<file path="src/mdma_regs.svh">
// Purpose: constants of the master DMA write engine
// Assumes: 64-bit message words, eight words per setup message
// Notes:   definitions only
`ifndef MDMA_REGS_SVH
`define MDMA_REGS_SVH

// ==========================================================
// setup message layout (word index, 64 bits each)
`define MSG_WORDS        8
`define MSG_W            512
`define WORD_W           64
`define MSG_CMD_WORD     0
`define MSG_STRIDE_WORD  1
`define MSG_MASK_WORD    2
`define MSG_LEN_WORD     3
`define MSG_BASE_WORD    4
`define MSG_START_WORD   5
`define MSG_DEST_WORD    6
`define CMD_VECTOR_BIT   0

// ==========================================================
// sizing and reset values
`define QUEUE_SLOTS      3
`define PAYLOAD_DEPTH    8
`define RATE_W           8
`define LEN_W            24
`define SLAVE_ADDR_STEP  64'h0000_0000_0000_0001
`define RATE_FLOOR       8'h01
`define ZERO_WORD        64'h0000_0000_0000_0000

`endif

</file>
<file path="src/mdma_pkg.sv">
// Purpose: types shared by the master DMA write engine
// Assumes: nothing beyond the constants header
// Notes:   ring packet kinds and engine states
package mdma_pkg;

  // ==========================================================
  // ring packet kinds
  typedef enum logic [2:0] {
    write_block_initiate_pkt   = 3'b000,
    write_block_initiate_reply = 3'b001,
    write_data_pkt             = 3'b010,
    write_data_reply           = 3'b011,
    write_block_finish_pkt     = 3'b100,
    write_block_finish_reply   = 3'b101
  } ring_kind_t;

  // ==========================================================
  // engine states
  typedef enum logic [3:0] {
    st_idle        = 4'b0000,
    st_fetch_init  = 4'b0001,
    st_init_wait   = 4'b0010,
    st_send_init   = 4'b0011,
    st_wait_reply  = 4'b0100,
    st_xfer        = 4'b0101,
    st_send_finish = 4'b0110,
    st_wait_finish = 4'b0111,
    st_report      = 4'b1000
  } state_t;

endpackage

</file>
<file path="src/stream_if.sv">
// Purpose: valid/ready stream between the engine's own modules
// Assumes: one clock
// Notes:   producer drives valid and data
`timescale 1ns/1ps
`default_nettype none
interface stream_if #(parameter int W = 64);
  logic         valid;
  logic         ready;
  logic [W-1:0] data;
  modport producer (output valid, output data, input ready);
  modport consumer (input valid, input data, output ready);
endinterface
`default_nettype wire
</file>
<file path="src/master_dma_write_engine.sv">
// Purpose: master-side DMA write engine of a ring I/O controller
// Assumes: one clock; ring and memory ports are same-clock logic
// Notes:   one transfer serviced at a time, up to two more queued
`timescale 1ns/1ps
`default_nettype none
`include "mdma_regs.svh"
module master_dma_write_engine #(
  parameter int DATA_W      = `WORD_W,
  parameter int FIFO_DEPTH  = `PAYLOAD_DEPTH,
  parameter int QUEUE_SLOTS = `QUEUE_SLOTS
) (
  input  wire logic                     clk,
  input  wire logic                     srst,
  input  wire logic                     ce,
  input  wire logic                     msg_valid,
  input  wire logic [`MSG_W-1:0]        msg_data,
  output logic                          msg_ack,
  output logic                          msg_nack,
  output logic                          mem_req_valid,
  input  wire logic                     mem_req_ready,
  output logic                          mem_req_vector,
  output logic [`WORD_W-1:0]            mem_req_pe,
  output logic [`WORD_W-1:0]            mem_req_offset,
  input  wire logic                     mem_rsp_valid,
  output logic                          mem_rsp_ready,
  input  wire logic [DATA_W-1:0]        mem_rsp_data,
  output logic                          ring_tx_valid,
  input  wire logic                     ring_tx_ready,
  output mdma_pkg::ring_kind_t          ring_tx_kind,
  output logic [`WORD_W-1:0]            ring_tx_addr,
  output logic [DATA_W-1:0]             ring_tx_data,
  input  wire logic                     ring_rx_valid,
  input  wire mdma_pkg::ring_kind_t     ring_rx_kind,
  input  wire logic                     ring_rx_refused,
  input  wire logic [`RATE_W-1:0]       ring_rx_rate,
  input  wire logic [`WORD_W-1:0]       ring_rx_addr,
  output logic                          report_valid,
  input  wire logic                     report_ready,
  output logic                          report_error,
  output logic [`WORD_W-1:0]            report_dest
);
  import mdma_pkg::*;

  localparam int CW = $clog2(FIFO_DEPTH) + 1;
  localparam logic [CW-1:0] CRED_MAX = CW'(FIFO_DEPTH);

  // ==========================================================
  // state and transfer context
  state_t               state;
  logic [`WORD_W-1:0]   cmd;
  logic [`WORD_W-1:0]   stride;
  logic [`WORD_W-1:0]   mask;
  logic [`WORD_W-1:0]   init_addr;
  logic [`WORD_W-1:0]   fetch_addr;
  logic [`WORD_W-1:0]   slave_addr;
  logic [DATA_W-1:0]    init_pkt;
  logic [`LEN_W-1:0]    blocks_left;
  logic [`LEN_W-1:0]    fetch_left;
  logic [`RATE_W-1:0]   rate_limit;
  logic [`RATE_W-1:0]   outstanding;
  logic [CW-1:0]        credits;
  logic [`WORD_W-1:0]   req_addr;
  logic                 tx_fire;
  logic                 write_fire;
  logic                 fetch_fire;
  logic                 rx_init;
  logic                 rx_write;
  logic                 rx_finish;
  logic                 room;
  logic                 all_done;

  stream_if #(.W(`MSG_W)) head_s ();
  stream_if #(.W(DATA_W)) fill_s ();
  stream_if #(.W(DATA_W)) drain_s ();

  setup_queue #(
    .WIDTH (`MSG_W),
    .SLOTS (QUEUE_SLOTS)
  ) u_queue (
    .clk       (clk),
    .srst      (srst),
    .ce        (ce),
    .msg_valid (msg_valid),
    .msg_data  (msg_data),
    .msg_ack   (msg_ack),
    .msg_nack  (msg_nack),
    .head      (head_s.producer)
  );

  payload_fifo #(
    .WIDTH (DATA_W),
    .DEPTH (FIFO_DEPTH)
  ) u_payload (
    .clk   (clk),
    .srst  (srst),
    .ce    (ce),
    .fill  (fill_s.consumer),
    .drain (drain_s.producer)
  );

  // ==========================================================
  // handshakes
  assign room       = outstanding < rate_limit;
  assign tx_fire    = ring_tx_valid && ring_tx_ready;
  assign write_fire = tx_fire && state == st_xfer;
  assign fetch_fire = mem_req_valid && mem_req_ready;
  assign rx_init    = ce && ring_rx_valid && state == st_wait_reply &&
                      ring_rx_kind == write_block_initiate_reply;
  assign rx_write   = ce && ring_rx_valid && ring_rx_kind == write_data_reply &&
                      outstanding != '0;
  assign rx_finish  = ce && ring_rx_valid && state == st_wait_finish &&
                      ring_rx_kind == write_block_finish_reply;
  assign all_done   = blocks_left == '0 && outstanding == '0 && credits == '0;

  // stalled writes leave blocks in the buffer, which stops further fetches
  assign ring_tx_valid = ce && (state == st_send_init || state == st_send_finish ||
                         (state == st_xfer && drain_s.valid && room && blocks_left != '0));
  assign ring_tx_kind  = (state == st_send_init)   ? write_block_initiate_pkt :
                         (state == st_send_finish) ? write_block_finish_pkt : write_data_pkt;
  assign ring_tx_addr  = slave_addr;
  assign ring_tx_data  = (state == st_send_init) ? init_pkt : drain_s.data;
  assign drain_s.ready = write_fire;

  // source address split into processor number and offset by the mask
  assign req_addr       = (state == st_fetch_init) ? init_addr : fetch_addr;
  assign mem_req_valid  = ce && (state == st_fetch_init ||
                          (state == st_xfer && fetch_left != '0 && credits < CRED_MAX));
  assign mem_req_vector = state == st_xfer && cmd[`CMD_VECTOR_BIT];
  assign mem_req_pe     = req_addr & mask;
  assign mem_req_offset = req_addr & ~mask;
  assign fill_s.valid   = ce && state == st_xfer && mem_rsp_valid;
  assign fill_s.data    = mem_rsp_data;
  assign mem_rsp_ready  = (state == st_init_wait) || (state == st_xfer && fill_s.ready);

  assign report_valid = ce && state == st_report;
  assign head_s.ready = ce && state == st_report && report_ready;

  // ==========================================================
  // sequencing
  always_ff @(posedge clk) begin
    if (srst) begin
      state <= st_idle;
    end else if (ce) begin
      case (state)
        st_idle:        if (head_s.valid) state <= st_fetch_init;
        st_fetch_init:  if (fetch_fire) state <= st_init_wait;
        st_init_wait:   if (mem_rsp_valid) state <= st_send_init;
        st_send_init:   if (tx_fire) state <= st_wait_reply;
        st_wait_reply:  if (rx_init) state <= ring_rx_refused ? st_report : st_xfer;
        st_xfer:        if (all_done) state <= st_send_finish;
        st_send_finish: if (tx_fire) state <= st_wait_finish;
        st_wait_finish: if (rx_finish) state <= st_report;
        st_report:      if (report_ready) state <= st_idle;
        default:        state <= st_idle;
      endcase
    end
  end

  // ==========================================================
  // context from the setup message, and the initiate word fetched from memory
  always_ff @(posedge clk) begin
    if (srst) begin
      cmd         <= `ZERO_WORD;
      stride      <= `ZERO_WORD;
      mask        <= `ZERO_WORD;
      init_addr   <= `ZERO_WORD;
      report_dest <= `ZERO_WORD;
    end else if (ce && state == st_idle && head_s.valid) begin
      cmd         <= head_s.data[`MSG_CMD_WORD*`WORD_W +: `WORD_W];
      stride      <= head_s.data[`MSG_STRIDE_WORD*`WORD_W +: `WORD_W];
      mask        <= head_s.data[`MSG_MASK_WORD*`WORD_W +: `WORD_W];
      init_addr   <= head_s.data[`MSG_BASE_WORD*`WORD_W +: `WORD_W];
      report_dest <= head_s.data[`MSG_DEST_WORD*`WORD_W +: `WORD_W];
    end
  end

  always_ff @(posedge clk) begin
    if (srst) begin
      init_pkt <= '0;
    end else if (ce && state == st_init_wait && mem_rsp_valid) begin
      init_pkt <= mem_rsp_data;
    end
  end

  // ==========================================================
  // grant: rate and slave address, before any payload moves
  always_ff @(posedge clk) begin
    if (srst) begin
      rate_limit <= `RATE_FLOOR;
      slave_addr <= `ZERO_WORD;
    end else if (ce) begin
      if (rx_init && !ring_rx_refused) begin
        // a zero rate would stall forever, so at least one write may fly
        rate_limit <= (ring_rx_rate == '0) ? `RATE_FLOOR : ring_rx_rate;
        slave_addr <= ring_rx_addr;
      end else if (write_fire) begin
        slave_addr <= slave_addr + `SLAVE_ADDR_STEP;
      end
    end
  end

  always_ff @(posedge clk) begin
    if (srst) begin
      report_error <= 1'b0;
    end else if (ce) begin
      if (rx_init) report_error <= ring_rx_refused;
      else if (rx_finish) report_error <= 1'b0;
    end
  end

  // ==========================================================
  // block and fetch counters
  always_ff @(posedge clk) begin
    if (srst) begin
      blocks_left <= '0;
      fetch_left  <= '0;
      fetch_addr  <= `ZERO_WORD;
    end else if (ce) begin
      if (state == st_idle && head_s.valid) begin
        blocks_left <= head_s.data[`MSG_LEN_WORD*`WORD_W +: `LEN_W];
        fetch_left  <= head_s.data[`MSG_LEN_WORD*`WORD_W +: `LEN_W];
        fetch_addr  <= head_s.data[`MSG_START_WORD*`WORD_W +: `WORD_W];
      end else if (state == st_wait_reply && rx_init && ring_rx_refused) begin
        blocks_left <= '0;
        fetch_left  <= '0;
      end else if (state == st_xfer) begin
        if (write_fire) blocks_left <= blocks_left - 1'b1;
        if (fetch_fire) begin
          fetch_left <= fetch_left - 1'b1;
          fetch_addr <= fetch_addr + stride;
        end
      end
    end
  end

  // ==========================================================
  // outstanding writes and buffer credits
  always_ff @(posedge clk) begin
    if (srst) begin
      outstanding <= '0;
    end else if (ce) begin
      if (state == st_idle) outstanding <= '0;
      else outstanding <= `RATE_W'(outstanding + write_fire - rx_write);
    end
  end

  // credits count fetches issued but not yet sent, so the buffer never overflows
  always_ff @(posedge clk) begin
    if (srst) begin
      credits <= '0;
    end else if (ce) begin
      if (state == st_idle) credits <= '0;
      else credits <= CW'(credits + (fetch_fire && state == st_xfer) - write_fire);
    end
  end
endmodule
`default_nettype wire

</file>
<file path="src/payload_fifo.sv">
// Purpose: payload buffer between remote fetch returns and write packets
// Assumes: push and pop in one clock domain
// Notes:   full and empty come straight from the count
`timescale 1ns/1ps
`default_nettype none
`include "mdma_regs.svh"
module payload_fifo #(
  parameter int WIDTH = 64,
  parameter int DEPTH = `PAYLOAD_DEPTH
) (
  input  wire logic   clk,
  input  wire logic   srst,
  input  wire logic   ce,
  stream_if.consumer  fill,
  stream_if.producer  drain
);
  localparam int AW = $clog2(DEPTH);
  localparam logic [AW:0] FULL_CNT = (AW+1)'(DEPTH);

  logic [WIDTH-1:0] store [DEPTH];
  logic [AW-1:0]    wr_idx;
  logic [AW-1:0]    rd_idx;
  logic [AW:0]      count;
  logic             push;
  logic             pop;

  assign fill.ready  = ce && (count != FULL_CNT);
  assign drain.valid = ce && (count != '0);
  assign drain.data  = store[rd_idx];
  assign push        = fill.valid && fill.ready;
  assign pop         = drain.valid && drain.ready;

  always_ff @(posedge clk) begin
    if (push) begin
      store[wr_idx] <= fill.data;
    end
  end

  always_ff @(posedge clk) begin
    if (srst) begin
      wr_idx <= '0;
      rd_idx <= '0;
      count  <= '0;
    end else if (ce) begin
      wr_idx <= push ? AW'(wr_idx + 1'b1) : wr_idx;
      rd_idx <= pop ? AW'(rd_idx + 1'b1) : rd_idx;
      count  <= (AW+1)'(count + push - pop);
    end
  end
endmodule
`default_nettype wire

</file>
<file path="src/setup_queue.sv">
// Purpose: master write request queue with ack and nack replies
// Assumes: head entry stays until its transfer is reported
// Notes:   the serviced entry holds one of the slots
`timescale 1ns/1ps
`default_nettype none
`include "mdma_regs.svh"
module setup_queue #(
  parameter int WIDTH = `MSG_W,
  parameter int SLOTS = `QUEUE_SLOTS
) (
  input  wire logic             clk,
  input  wire logic             srst,
  input  wire logic             ce,
  input  wire logic             msg_valid,
  input  wire logic [WIDTH-1:0] msg_data,
  output logic                  msg_ack,
  output logic                  msg_nack,
  stream_if.producer            head
);
  localparam int AW = $clog2(SLOTS);
  localparam logic [AW:0]   FULL_CNT = (AW+1)'(SLOTS);
  localparam logic [AW-1:0] LAST_IDX = AW'(SLOTS - 1);

  logic [WIDTH-1:0] slot [SLOTS];
  logic [AW-1:0]    wr_idx;
  logic [AW-1:0]    rd_idx;
  logic [AW:0]      count;
  logic             take;
  logic             pop;

  assign take       = ce && msg_valid && (count != FULL_CNT);
  assign pop        = head.valid && head.ready;
  assign head.valid = ce && (count != '0);
  assign head.data  = slot[rd_idx];

  always_ff @(posedge clk) begin
    if (take) begin
      slot[wr_idx] <= msg_data;
    end
  end

  // entries leave in arrival order
  always_ff @(posedge clk) begin
    if (srst) begin
      wr_idx <= '0;
      rd_idx <= '0;
      count  <= '0;
    end else if (ce) begin
      if (take) wr_idx <= (wr_idx == LAST_IDX) ? '0 : AW'(wr_idx + 1'b1);
      if (pop) rd_idx <= (rd_idx == LAST_IDX) ? '0 : AW'(rd_idx + 1'b1);
      count <= (AW+1)'(count + take - pop);
    end
  end

  always_ff @(posedge clk) begin
    if (srst) begin
      msg_ack  <= 1'b0;
      msg_nack <= 1'b0;
    end else if (ce) begin
      msg_ack  <= take;
      msg_nack <= msg_valid && !take;
    end
  end
endmodule
`default_nettype wire

</file>
<file path="config.mk">
export PLATFORM = sky130hd
export DESIGN_NAME = master_dma_write_engine
export DESIGN_NICKNAME = d
export VERILOG_FILES = /design/src/mdma_pkg.sv /design/src/stream_if.sv /design/src/master_dma_write_engine.sv /design/src/payload_fifo.sv /design/src/setup_queue.sv
export VERILOG_INCLUDE_DIRS = /design/src
export SDC_FILE = /design/constraint.sdc
export NUM_CORES = 2
export LEC_CHECK = 0
export BUFFER_PORTS_ARGS = -buffer_cell sky130_fd_sc_hd__buf_2
export CAP_MARGIN = 0
export CORE_MARGIN = 2
export CORE_UTILIZATION = 50
export DETAILED_ROUTE_END_ITERATION = 10
export PLACE_DENSITY_LB_ADDON = 0.2
export SLEW_MARGIN = 20
export SYNTH_ARGS = -nofsm -noshare
export SYNTH_HDL_FRONTEND = slang
export SYNTH_HIERARCHICAL = 1
export SYNTH_SLANG_ARGS = --single-unit
</file>
<file path="constraint.sdc">
create_clock -name clk -period 67 [get_ports clk]
set_input_delay 10.05 -clock clk [delete_from_list [all_inputs] [get_ports clk]]
set_output_delay 10.05 -clock clk [all_outputs]
set_load 0.03 [all_outputs]
</file>
==> results.md <==
* Crit-path max FO at 37
* Die W at 421 µm
* H-tree depth at 4
* Core Region at 173,000 µm²
* DR iter-0 viols at 4,517
* First-pass GRT wire length at 347,000 µm
* Setup Viol. Count Final at 0
* Commonest non-fill, non-tap cell in the layout: edfxtp_1
* Drt via density at 5.63
* Final WL at 234,000 µm
* Crit path capture type: primary output
* Fin. Hold Viols at 0
* Max Cap Viol at 0
* Leakage at 33.7 nW
* P per Cell Area at 28.0 nW/µm²
* CTS tree: yes
* Starting density of the core at 0.502
* Top-level I/O count at 992
* Peak supply drop at 0.0293 mV
* Post-synthesis net count at 7,589
* Crit Path Category: in2out
* Clk slew on worst S/H paths at 0.06 ns
* Fmax at 45.4 MHz
* CTS Buf Count at 213
* HPWL Detailed at 150,000 µm
* RSZ-0062 raised after global routing: no
* Remaining global-route overflow at 0
* Slew Limit Fails at 0
* Pre-antenna DRT Iters at 5
* Root buf cell: clkbuf_16
* Avg WL per Cell at 23.2 µm
* Syn Inst Count at 6,824
* Worst hold slack at 0.452 ns
* Setup TNS at 0 ns
* Final net count at 8,283
* Arrival time at the worst endpoint at 12.00 ns
* Power Total at 0.00281 W
* Largest net degree at the start of global routing at 166
* Min-Delay Path Class: reg2reg
* CP startpoint kind: primary input
* Detail Route Antenna Nets at 0
* Initial antenna violation count at 104
* DRC viols at 0
* Final Util at 0.579
* Final min period at 22.05 ns
* Port Buffers at 823
* Area of the die at 177,000 µm²
* Clock Latency Late Sink at 0.86 ns
* Slew margin rel. at 0.221
* Hold_buf cts at 0
* Min setup slack post-route at 44.95 ns
* Vias in the first global route at 54,800
* Syn_area_per_cell at 12.7 µm²
* Leading cell types in the layout, fill and taps excluded: 1,547 x edfxtp_1, 1,263 x nand2_1, 822 x buf_2
* P&R area growth vs syn at 15.4%
* Post-synthesis cell area at 86,900 µm²
* PostCTS Resize Cnt at 0
* Vias at 56,800
* Clock Tree Buf Depth at 3
* Critical Path RT at 56.95 ns
* GP Congestion at 0.930
* Overall global routing resource usage at 0.258
* Rows at 153
* Num Clock Sinks at 2,093
* Worst Tran Pin Value at 1.17 ns
* Setup Skew at 0.0575 ns
* YS warnings at 6
* Status: finished clean
* Post-place setup slack at 44.96 ns
* Tcrit/Tclk final at 0.329
* Layout cell share with drive strength beyond 1 at 0.201
* Post-CTS Setup Bufs at 0
* Die Y at 421 µm
## per-layer routing
metal | global-route usage | vias up | share of wire
met5 | 0 | - | 0.0018
li1 | - | 26600 | -
met3 | 0.0491 | 479 | 0.062
met1 | 0.324 | 27900 | 0.40
met2 | 0.436 | 1740 | 0.49
met4 | 0.110 | 64 | 0.041
## sequential cells by signal (all words and copies together), names as in the netlist, 2 cells and up, named ones only
| name | count |
|---|---|
| u_queue/slot | 1035 |
| u_queue/wr_idx | 2 |
| fetch_left | 24 |
| init_addr | 64 |
| blocks_left | 24 |
| u_payload/count | 4 |
| state | 4 |
| outstanding | 8 |
| u_payload/rd_idx | 3 |
| u_queue/rd_idx | 2 |
| u_payload/wr_idx | 3 |
| rate_limit | 8 |
| credits | 4 |
| stride | 64 |
| init_pkt | 64 |
| u_payload/store | 512 |
| fetch_addr | 64 |
| ring_tx_addr | 64 |
| mask | 64 |
| u_queue/count | 3 |
| report_dest | 64 |
## cell type report
class | instances | area, µm²
repair buffers | 899 | 4790
flip-flops and latches | 2093 | 57400
clock inverters | 127 | 1680
diodes | 49 | 123
well taps | 2325 | 2910
multi-input cells | 4244 | 27300
fillers | 14000 | 72900
clock buffers | 281 | 5850
inverters | 67 | 251
## critical path, cell delays in order
cell	delay [ns]
buf_2	0.08
buf_4	0.39
and2_1	0.20
nor3b_1	0.24
o2111ai_1	0.26
a21o_1	0.26
a21boi_0	0.25
buf_2	0.25
## per-stage QoR
step | std cells | cell area (µm²)
global placement | 9628 | 92700
global route | 10100 | 100000
detailed placement | 9628 | 92700
finish | 10100 | 100000
CTS | 10000 | 100000
floorplan | 6824 | 86900
## power by group
part / internal (W) / leakage, nW / switching [W] / total, W
Clock: 0.000745 / 3.68 / 0.000508 / 0.00125
Combinational: 0.0000413 / 11.5 / 0.0000857 / 0.000127
Sequential: 0.00142 / 18.4 / 0.0000107 / 0.00143
Total: 0.00220 / 33.7 / 0.000604 / 0.00281
## path summary, 6_finish.rpt
kind	start	end	slack, ns	depth (start not counted)
setup / recovery	ce	ring_tx_valid	44.95	8
hold reg to reg	init_pkt[24]	init_pkt[24]	0.45	2
hold / removal	init_pkt[24]	init_pkt[24]	0.45	2
setup reg to reg	u_queue/count[2]	u_queue/slot[2][138]	62.00	7
Power figures use the tool's default switching activity.
